`src/hdl/qds_pkg.sv`:
```
package qds_pkg;

    // ----------------------------------------------------------------
    // Serial word layout
    // ----------------------------------------------------------------
    localparam int WORD_BITS = 24;
    localparam int DATA_BITS = 16;
    localparam int CHANNELS = 4;
    localparam logic [4:0] WORD_COUNT = 5'h18;
    localparam logic [4:0] COUNT_CEIL = 5'h19;

    typedef struct packed {
        logic read_flag;
        logic spare;
        logic [2:0] register_selector;
        logic [2:0] channel_address;
        logic [15:0] data;
    } qds_cmd_type;

    // ----------------------------------------------------------------
    // Register selector and channel codes
    // ----------------------------------------------------------------
    localparam logic [2:0] SEL_DAC = 3'h0;
    localparam logic [2:0] SEL_POWER = 3'h2;
    localparam logic [2:0] CH_ALL = 3'h4;

    // ----------------------------------------------------------------
    // Reset values and code conventions
    // ----------------------------------------------------------------
    localparam logic [15:0] DAC_RESET = 16'h0000;
    localparam logic [3:0] POWER_RESET = 4'h0;
    localparam logic [15:0] CODE_MIDSCALE = 16'h8000;
    localparam logic [15:0] CODE_ZEROSCALE = 16'h0000;
    localparam logic [7:0] READ_PAD = 8'h00;

    // ----------------------------------------------------------------
    // Host clock limit, for reference by the bench
    // ----------------------------------------------------------------
    localparam int SCLK_MAX_MHZ = 30;
    localparam int PCLK_MHZ = 50;

    // ----------------------------------------------------------------
    // APB map (byte addresses)
    // ----------------------------------------------------------------
    localparam logic [11:0] OFS_CTRL = 12'h000;
    localparam logic [11:0] OFS_STATUS = 12'h004;
    localparam logic [11:0] OFS_POWER = 12'h008;
    localparam logic [11:0] OFS_CODE0 = 12'h010;
    localparam int CTRL_TWOS_BIT = 0;
    localparam logic [31:0] CTRL_RESET = 32'h0000_0000;

endpackage : qds_pkg

```
`src/hdl/qds_serial_dac.sv`:
```
// Operation
// - A 24-bit shift register captures one command word per frame.
// - Words shift in most significant bit first, one bit per serial clock.
// - Word splits into read flag, register selector, channel address, 16 data bits.
// - Every channel's DAC register resets to code zero.
// - Channel outputs stay clamped to ground until powered up by command.
// - Bipolar midscale is 0x8000 offset binary, 0x0000 twos complement.
// - Zero scale is 0x0000 straight binary, 0x8000 twos complement.
// - Serial data output passes shifted words onward or returns register contents.
// - Frame starts on select fall; register updates on select rise after 24 edges.
// - Frames with fewer or more than 24 falling clock edges are discarded.
// - Serial data output changes on rising serial clock edge.
// - A read word makes the next frame shift out the selected register.
//
// The implementer's own choices: register access over APB and the address map.
`timescale 1ns/1ps
`default_nettype none
module qds_serial_dac
    import qds_pkg::*;
(
    input wire logic pclk,
    input wire logic presetn,
    input wire logic psel,
    input wire logic penable,
    input wire logic pwrite,
    input wire logic [11:0] paddr,
    input wire logic [31:0] pwdata,
    output logic [31:0] prdata,
    output logic pready,
    output logic pslverr,
    input wire logic serial_clock,
    input wire logic frame_select_n,
    input wire logic serial_data_in,
    output logic serial_data_out,
    output logic [CHANNELS-1:0][DATA_BITS-1:0] channel_code,
    output logic [CHANNELS-1:0] channel_clamp
);
    logic [2:0] pin_lvl;
    logic [2:0] pin_rise;
    logic [2:0] pin_fall;
    logic sdi_lvl;
    logic sclk_rise;
    logic sclk_fall;
    logic fs_rise;
    logic fs_fall;
    logic active_r;
    logic [4:0] bit_cnt_r;
    logic [WORD_BITS-1:0] shift_r;
    logic rd_pend_r;
    logic [DATA_BITS-1:0] rd_data;
    logic frame_end;
    logic frame_ok;
    qds_cmd_type cmd;
    logic [CHANNELS-1:0][DATA_BITS-1:0] dac_r;
    logic [CHANNELS-1:0] power_r;
    logic [31:0] ctrl_r;
    logic [7:0] ok_cnt_r;
    logic [7:0] bad_cnt_r;
    logic [31:0] rd_mux;
    logic map_hit;
    logic wr_dac;

    // ----------------------------------------------------------------
    // Pin synchronisers: bit2 clock, bit1 frame select, bit0 data
    // ----------------------------------------------------------------
    qds_pin_sync #(.W(3), .IDLE(3'h6)) u_sync (
        .pclk(pclk),
        .presetn(presetn),
        .pin_in({serial_clock, frame_select_n, serial_data_in}),
        .level(pin_lvl),
        .rise(pin_rise),
        .fall(pin_fall)
    );

    assign sdi_lvl = pin_lvl[0];
    assign sclk_rise = pin_rise[2];
    assign sclk_fall = pin_fall[2];
    assign fs_rise = pin_rise[1];
    assign fs_fall = pin_fall[1];
    assign cmd = qds_cmd_type'(shift_r);
    assign frame_end = fs_rise && active_r;
    assign frame_ok = frame_end && (bit_cnt_r == WORD_COUNT);
    assign wr_dac = frame_ok && !cmd.read_flag && (cmd.register_selector == SEL_DAC);

    // ----------------------------------------------------------------
    // Frame engine and shift register
    // ----------------------------------------------------------------
    always_ff @(posedge pclk or negedge presetn) begin
        if (!presetn) begin
            active_r <= 1'b0;
            bit_cnt_r <= 5'h00;
            shift_r <= '0;
            serial_data_out <= 1'b0;
            rd_pend_r <= 1'b0;
        end else if (fs_fall) begin
            active_r <= 1'b1;
            bit_cnt_r <= 5'h00;
            if (rd_pend_r) begin
                shift_r <= {READ_PAD, rd_data};
                serial_data_out <= READ_PAD[7];
            end else begin
                serial_data_out <= shift_r[WORD_BITS-1];
            end
            rd_pend_r <= 1'b0;
        end else if (frame_end) begin
            active_r <= 1'b0;
            rd_pend_r <= frame_ok && cmd.read_flag;
        end else if (active_r && sclk_fall) begin
            shift_r <= {shift_r[WORD_BITS-2:0], sdi_lvl};
            if (bit_cnt_r != COUNT_CEIL) begin
                bit_cnt_r <= bit_cnt_r + 5'h01;
            end
        end else if (active_r && sclk_rise) begin
            serial_data_out <= shift_r[WORD_BITS-1];
        end
    end

    // ----------------------------------------------------------------
    // Readback source, latched at end of the read word
    // ----------------------------------------------------------------
    logic [2:0] rd_sel_r;
    logic [2:0] rd_ch_r;

    always_ff @(posedge pclk or negedge presetn) begin
        if (!presetn) begin
            rd_sel_r <= SEL_DAC;
            rd_ch_r <= 3'h0;
        end else if (frame_ok && cmd.read_flag) begin
            rd_sel_r <= cmd.register_selector;
            rd_ch_r <= cmd.channel_address;
        end
    end

    always_comb begin
        rd_data = '0;
        if (rd_sel_r == SEL_DAC && rd_ch_r < CH_ALL) begin
            rd_data = dac_r[rd_ch_r[1:0]];
        end else if (rd_sel_r == SEL_POWER) begin
            rd_data = {12'h000, power_r};
        end
    end

    // ----------------------------------------------------------------
    // DAC and power registers, updated on valid frame end
    // ----------------------------------------------------------------
    always_ff @(posedge pclk or negedge presetn) begin
        if (!presetn) begin
            dac_r <= {CHANNELS{DAC_RESET}};
        end else if (wr_dac) begin
            for (int i = 0; i < CHANNELS; i++) begin
                if (cmd.channel_address == CH_ALL || cmd.channel_address == 3'(i)) begin
                    dac_r[i] <= cmd.data;
                end
            end
        end
    end

    always_ff @(posedge pclk or negedge presetn) begin
        if (!presetn) begin
            power_r <= POWER_RESET;
        end else if (frame_ok && !cmd.read_flag && cmd.register_selector == SEL_POWER) begin
            power_r <= cmd.data[CHANNELS-1:0];
        end
    end

    // ----------------------------------------------------------------
    // Channel output codes in offset-binary form
    // ----------------------------------------------------------------
    always_ff @(posedge pclk or negedge presetn) begin
        if (!presetn) begin
            channel_code <= {CHANNELS{CODE_ZEROSCALE}};
            channel_clamp <= {CHANNELS{1'b1}};
        end else begin
            for (int i = 0; i < CHANNELS; i++) begin
                if (ctrl_r[CTRL_TWOS_BIT]) begin
                    channel_code[i] <= dac_r[i] ^ CODE_MIDSCALE;
                end else begin
                    channel_code[i] <= dac_r[i];
                end
                channel_clamp[i] <= !power_r[i];
            end
        end
    end

    // ----------------------------------------------------------------
    // Frame statistics
    // ----------------------------------------------------------------
    always_ff @(posedge pclk or negedge presetn) begin
        if (!presetn) begin
            ok_cnt_r <= 8'h00;
            bad_cnt_r <= 8'h00;
        end else if (frame_ok) begin
            ok_cnt_r <= ok_cnt_r + 8'h01;
        end else if (frame_end) begin
            bad_cnt_r <= bad_cnt_r + 8'h01;
        end
    end

    // ----------------------------------------------------------------
    // APB slave: answer in the first access cycle
    // ----------------------------------------------------------------
    always_comb begin
        rd_mux = 32'h0000_0000;
        map_hit = 1'b1;
        case (paddr)
            OFS_CTRL: rd_mux = ctrl_r;
            OFS_STATUS: rd_mux = {14'h0000, rd_pend_r, active_r, bad_cnt_r, ok_cnt_r};
            OFS_POWER: rd_mux = {28'h0000000, power_r};
            OFS_CODE0: rd_mux = {16'h0000, dac_r[0]};
            OFS_CODE0 + 12'h004: rd_mux = {16'h0000, dac_r[1]};
            OFS_CODE0 + 12'h008: rd_mux = {16'h0000, dac_r[2]};
            OFS_CODE0 + 12'h00C: rd_mux = {16'h0000, dac_r[3]};
            default: map_hit = 1'b0;
        endcase
    end

    always_ff @(posedge pclk or negedge presetn) begin
        if (!presetn) begin
            pready <= 1'b0;
            pslverr <= 1'b0;
            prdata <= 32'h0000_0000;
        end else begin
            pready <= psel && !penable;
            pslverr <= psel && !penable && !map_hit;
            prdata <= (psel && !penable && !pwrite) ? rd_mux : 32'h0000_0000;
        end
    end

    always_ff @(posedge pclk or negedge presetn) begin
        if (!presetn) begin
            ctrl_r <= CTRL_RESET;
        end else if (psel && penable && pready && pwrite && paddr == OFS_CTRL) begin
            ctrl_r <= {31'h00000000, pwdata[CTRL_TWOS_BIT]};
        end
    end
endmodule : qds_serial_dac
`default_nettype wire

```
`src/hdl/qds_pin_sync.sv`:
```
`timescale 1ns/1ps
`default_nettype none
module qds_pin_sync #(
    parameter int W = 3,
    parameter logic [W-1:0] IDLE = '0
) (
    input wire logic pclk,
    input wire logic presetn,
    input wire logic [W-1:0] pin_in,
    output logic [W-1:0] level,
    output logic [W-1:0] rise,
    output logic [W-1:0] fall
);
    logic [W-1:0] s1_r;
    logic [W-1:0] s2_r;
    logic [W-1:0] s3_r;

    // ----------------------------------------------------------------
    // Three stages; a change counts once stages two and three agree
    // ----------------------------------------------------------------
    for (genvar i = 0; i < W; i++) begin : g_bit
        always_ff @(posedge pclk or negedge presetn) begin
            if (!presetn) begin
                s1_r[i] <= IDLE[i];
                s2_r[i] <= IDLE[i];
                s3_r[i] <= IDLE[i];
                level[i] <= IDLE[i];
                rise[i] <= 1'b0;
                fall[i] <= 1'b0;
            end else begin
                s1_r[i] <= pin_in[i];
                s2_r[i] <= s1_r[i];
                s3_r[i] <= s2_r[i];
                rise[i] <= (s2_r[i] == s3_r[i]) && s3_r[i] && !level[i];
                fall[i] <= (s2_r[i] == s3_r[i]) && !s3_r[i] && level[i];
                if (s2_r[i] == s3_r[i]) begin
                    level[i] <= s3_r[i];
                end
            end
        end
    end
endmodule : qds_pin_sync
`default_nettype wire

```
`config.mk`:
```
export PLATFORM = sky130hd
export DESIGN_NAME = qds_serial_dac
export DESIGN_NICKNAME = d
export VERILOG_FILES = /design/src/hdl/qds_pkg.sv /design/src/hdl/qds_serial_dac.sv /design/src/hdl/qds_pin_sync.sv
export SDC_FILE = /design/constraint.sdc
export NUM_CORES = 1
export LEC_CHECK = 0
export BUFFER_PORTS_ARGS = -buffer_cell sky130_fd_sc_hd__buf_2
export CAP_MARGIN = 20
export CELL_PAD_IN_SITES_DETAIL_PLACEMENT = 1
export CELL_PAD_IN_SITES_GLOBAL_PLACEMENT = 2
export CORE_MARGIN = 5
export CORE_UTILIZATION = 35
export CTS_CLUSTER_SIZE = 8
export DETAILED_ROUTE_END_ITERATION = 7
export HOLD_SLACK_MARGIN = 0.03
export PLACE_DENSITY_LB_ADDON = 0.1
export SYNTH_ARGS = -nofsm -noshare
export SYNTH_HDL_FRONTEND = slang
export SYNTH_SLANG_ARGS = --single-unit
```
`constraint.sdc`:
```
create_clock -name pclk -period 2.4 [get_ports pclk]
set_input_delay 0.24 -clock pclk [delete_from_list [all_inputs] [get_ports pclk]]
set_output_delay 0.24 -clock pclk [all_outputs]
set_load 0.01 [all_outputs]
```
* After elaboration in Yosys (flattened, before gate mapping)
Cells that the tools add are included.
Word-level totals: input bits 52, output and inout port bits 103, word-level logic and storage cells 154, bits in registers 241
Operators by class: $lt $le $gt $ge 2, eq/ne operators 20, add/subtract/negate cells 3, bitwise operators 5, multiplexer cells 28, reductions and logical operators 57
Operators with widths (count):
- 18-bit case mux with 7 select lines | 1
- 16-bit 2-to-1 mux | 6
- 24-bit 2-to-1 mux | 4
- 12-bit by 5-bit equality test with 1-bit output, second input constant | 4
- 16-bit binary-select mux with 2-bit select | 1
- 32-bit 2-to-1 mux | 1
- 1-bit logical AND | 24
- 5-bit 2-to-1 mux | 4
- 8-bit by 1-bit adder with 8-bit output, second input constant | 2
- 12-bit by 3-bit equality test with 1-bit output, second input constant | 1
- 12-bit by 4-bit equality test with 1-bit output, second input constant | 1
- 3-bit by 2-bit equality test with 1-bit output, second input constant | 4
- 1-bit zero test | 12
- 12-bit zero test | 1
- 1-bit 2-to-1 mux | 10
- 2-bit AND reduction | 5
- 3-bit zero test | 3
- 3-bit AND reduction | 3
- 2-bit nonzero test | 4
- 7-bit OR reduction | 1
- 5-bit by 1-bit adder with 5-bit output, second input constant | 1
- 5-bit equality test, second input constant | 1
- 5-bit inequality test, second input constant | 1
- 1-bit NOT | 5
- other kinds (9) | 15

* Longest topological paths before layout
depth after elaboration 5, mapped depth 8

* Hierarchy
A second synthesis with hierarchy kept.
Unflattened totals: cells, all modules 690, area, all modules 9414.0 sq um
By module, submodules not included:
- qds_serial_dac | area each 8773.4 sq um, cells each 651, instances 1
- qds_pin_sync | area each 640.6 sq um, cells each 39, instances 1

* Worst setup path after synthesis
OpenSTA, ideal clock, no wires.
kind register to register, from register bit_cnt_r[0], to register dac_r[22] in the netlist's numbering, path buffers 1, period minus slack after synthesis 2332 ps, cell stages (with the launch flop) 8, setup slack 68 ps, arrival time 2208 ps, cells stage by stage dfrtp_1 > inv_1 > ha_1 > nand4b_1 > or4_4 > nor3_2 > buf_6 > mux2_2
Between the ends: word-level cells in the longest chain between the ends 5
Ends and longest elaborated chain:
- from (decl) | line qds_serial_dac.sv:47 | logic [4:0] bit_cnt_r;
- from (signal assigned) | line qds_serial_dac.sv:111 | bit_cnt_r <= bit_cnt_r + 5'h01;
- 5-bit equality test | line qds_serial_dac.sv:82 | assign frame_ok = frame_end && (bit_cnt_r == WORD_COUNT);
- 1-bit logical AND | line qds_serial_dac.sv:82
- 1-bit logical AND (2 in series) | line qds_serial_dac.sv:83 | assign wr_dac = frame_ok && !cmd.read_flag && (cmd.register_selector == SEL_DAC);
- 2-bit AND reduction (no source line)
- to (signal assigned) | line qds_serial_dac.sv:148 | dac_r <= {CHANNELS{DAC_RESET}};
- to (signal, indexed assignment) | line qds_serial_dac.sv:152 | dac_r[i] <= cmd.data;
- to (decl) | line qds_serial_dac.sv:54 | logic [CHANNELS-1:0][DATA_BITS-1:0] dac_r;
Every way passes these cells. A chain may end at the register's enable or synchronous reset.

* Worst setup path in the final report
from register shift_r[21] (netlist: cmd[21]), to register dac_r[36] in the netlist's numbering
Between the ends: word-level cells in the longest chain between the ends 3
Ends and longest elaborated chain:
- from (decl) | line qds_serial_dac.sv:48 | logic [WORD_BITS-1:0] shift_r;
- from (signal assigned) | line qds_serial_dac.sv:99 | shift_r <= {READ_PAD, rd_data};
- from (signal assigned) | line qds_serial_dac.sv:109 | shift_r <= {shift_r[WORD_BITS-2:0], sdi_lvl};
- 3-bit zero test | line qds_serial_dac.sv:83
- 1-bit logical AND | line qds_serial_dac.sv:83
- 2-bit AND reduction (no source line)
Every way passes these cells.

==> summary.txt <==
CP endpoint kind - flop
ratio of cells with drive above 1 in the final layout - 35.6%
Starting Density - 35.6%
Slew HR - 56.9%
CTS tree - yes
worst r2r dst - dac_r[36]
Num Clock Sinks - 227
DP HPWL - 16600 um
Hold Slack - 0.0606 ns
Netlist cell types - 46
crit path kind - reg -> reg
Post-route DRC - 0
Yosys Warn Count - 0
r2r worst-path depth - 5
period utilization - 97.0%
area delta synth->final - 22.4%
total grt overflow - 0
# port buffers - 109
Multi-input gate area - 0.00332 mm^2
Clk pin slew, worst setup/hold paths - 0.05 ns
Fmax - 0.430 GHz
synthesized cell area - 0.00927 mm^2
Rows - 59
Die W - 173 um
Final GP Congestion - 0.805
Max VDD drop - 0.384 mV
RSZ-0062 raised after global routing - false
CTS Buf Count - 34
Routed WL - 24900 um
Post-synth ARST share - 100%
status - completed
routed vias/inst - 5.03
Pwr Density - 819 mW/mm^2
WL/cell - 21.1 um
minimum clock period after layout - 2.33 ns
crit path from - cmd[21]
clk_lat worst skew - 0.50 ns
Die Height - 173 um
I/O pin total - 155
DR vias - 5935
sequential share of the synthesized area - 61.4%
M1 GR Usage - 22.3%
Synth Register Bits - 227
CP required - 2.76 ns
Post-Syn Area per Cell - 13.5 um^2
first-pass detailed-route iteration total - 4
initial antenna violation count - 0
Worst Tran Pin Value - 0.647 ns
synthesized instance count - 685
Post-synth EDFFs - 0
Area after DPL - 0.0103 mm^2
Final Hold Vio Count - 0
M2 GR Usage - 27.8%
Core Area - 0.0261 mm^2
die area - 0.0298 mm^2
vias in the first global route - 6548
endpoints failing setup - 0
filler instances - 2736
first-pass GRT wire length - 39500 um
crit path max fanout - 16
H-tree depth - 2
Static Leak - 5.66 nW
number of diodes - 0
r2r setup slk - 0.07 ns
nets - 893
worst hold path class - in -> reg
largest net degree at the start of global routing - 76
hold path depth - 3
CP Capture Point - dac_r[36]
CTS max path bufs - 3
ANT nets after route - 0
# Max-Cap Violations - 0
busiest grt layer - met2
met3 usage - 3.54%
Post-synth top flop - dfrtp_1
drt initial violations - 262
worst r2r src - cmd[21]
final non-filler cell area - 0.0114 mm^2
clk root buf - clkbuf_16
final setup TNS - 0 ns
Worst Skew - 0.0254 ns
final core occ - 43.6%
Final Slew Violations - 0
CP Data Arrival Time - 2.69 ns
CP Launch Type - flop
GRT Total Usage - 16.6%
FF/Latch Area - 0.00570 mm^2
## how the worst min path moves through the flow
| stage | startpoint | end | slack, ns |
|---|---|---|---|
| after detailed placement | presetn | channel_code[20] | 0.27 |
| final | penable | pready | 0.06 |
| after floorplan | presetn | active_r | -0.06 |
| after global placement | presetn | channel_code[4] | 0.26 |
| after global routing | penable | pready | 0.07 |
| after CTS | penable | pready | 0.04 |
## per-layer routing
metal / wire [um] / part of all wire (%) / up-vias
met5: 0 / 0 / -
met4: 449 / 1.8 / 0
met3: 1040 / 4.2 / 31
met2: 12200 / 49 / 116
met1: 11200 / 45 / 3103
li1: - / - / 2685
## synthesized netlist by cell type (11+ instances only)
cell       count  area, um^2
a22oi_1       12        90.1
mux4_2        17         383
clkbuf_1      22        82.6
inv_1         13        48.8
nand2_1       48         180
xor2_1        11        96.3
dfrtp_1      215        5380
mux2_2        75         845
nand3_1       13        65.1
o21ai_0       17        85.1
a31oi_1       11        68.8
o2bb2ai_1     16         140
xnor2_1       13         114
buf_4         16         120
nor2_1        38         143
a21oi_1       17        85.1
dfstp_2       12         315
mux2i_1       21         210
## flip-flops by register name, summed over array words and instances, names as in the netlist, 2 cells and up
| name | count |
|---|---|
| bit_cnt_r | 5 |
| u_sync.s3_r | 3 |
| channel_code | 64 |
| bad_cnt_r | 8 |
| rd_ch_r | 3 |
| dac_r | 64 |
| u_sync.level | 3 |
| ok_cnt_r | 8 |
| u_sync.fall | 2 |
| u_sync.s1_r | 3 |
| channel_clamp | 4 |
| u_sync.s2_r | 3 |
| u_sync.rise | 2 |
| cmd | 24 |
| prdata | 18 |
| rd_sel_r | 3 |
| power_r | 4 |
## report_power, final
part | internal (W) | leakage [nW] | switching, W
combinational | 0.000283 | 2.14 | 0.000356
sequential | 0.00406 | 3.07 | 0.000368
clock | 0.00263 | 0.450 | 0.00160
total | 0.00698 | 5.66 | 0.00232
## worst max-delay path: stages, from the launching register on
cell,delay (ns)
dfrtp_1,0.40
or3_4,0.40
or4_4,0.53
or3_4,0.36
buf_12,0.19
mux2_4,0.30
## cell usage in the layout, fill, tap and decap left out, types with 3 or more instances in the layout
cell	synthesis	layout
mux4_2	17	17
xor2_1	11	11
nand4_1	7	7
nor2_1	38	38
buf_4	16	26
clkbuf_1	22	12
buf_2	4	108
and2_1	6	6
nand3_1	13	13
ha_1	9	9
clkbuf_16	0	35
a22oi_1	12	12
nand2b_1	5	5
a31oi_1	11	11
dfrtp_1	215	215
a21oi_1	17	17
xnor2_1	13	13
inv_1	13	13
conb_1	1	14
nor3b_1	3	3
dlygate4sd3_1	0	6
o2bb2ai_1	16	16
nand2_1	48	48
and3_1	4	4
o21ai_0	17	17
mux2i_1	21	21
and4_1	5	5
dfstp_2	12	12
mux2_4	10	10
nor2b_1	10	10
mux2_2	75	75
buf_12	1	6
o22ai_1	4	4
## timing repair
action | 4_1_cts | 5_1_grt
pin swaps | 0 | 1
hold buffers | 6 | 0
resized for setup | 1 | 1
hold endpoints to repair | 75 | 0
endpoints found under the setup margin | 6 | 29
buffers inserted | 0 | 0
## cell families after synthesis
kind of cell               synth area share [%]
other                                    0.0404
AOI/OAI and AO/OA                          5.42
and+or+nand+nor                            8.85
muxes                                      17.1
xor gates and xnor gates                   2.27
DFF                                        61.4
adders and majority gates                  1.32
buffers and inverters                      3.55
## area by class of cell
class	count	share of cell area [%]
tap	335	3.69
timing repair buffer	147	8.20
sequential	227	50.2
inverter	13	0.430
clock buffer	47	8.11
clock inverter	2	0.143
multi-input combinational	409	29.2
## through the flow
step	setup WS [ns]	total power (W)	instances
5_1_grt	0.0148	0.00975	1180
6_report	0.0722	0.00930	1180
2_1_floorplan	0.0677	0.00477	698
4_1_cts	0.0220	0.00947	1180
3_5_place_dp	0.0134	0.00513	1125
3_3_place_gp	0.0720	0.00508	1125
(Power assumes the default switching activity.)
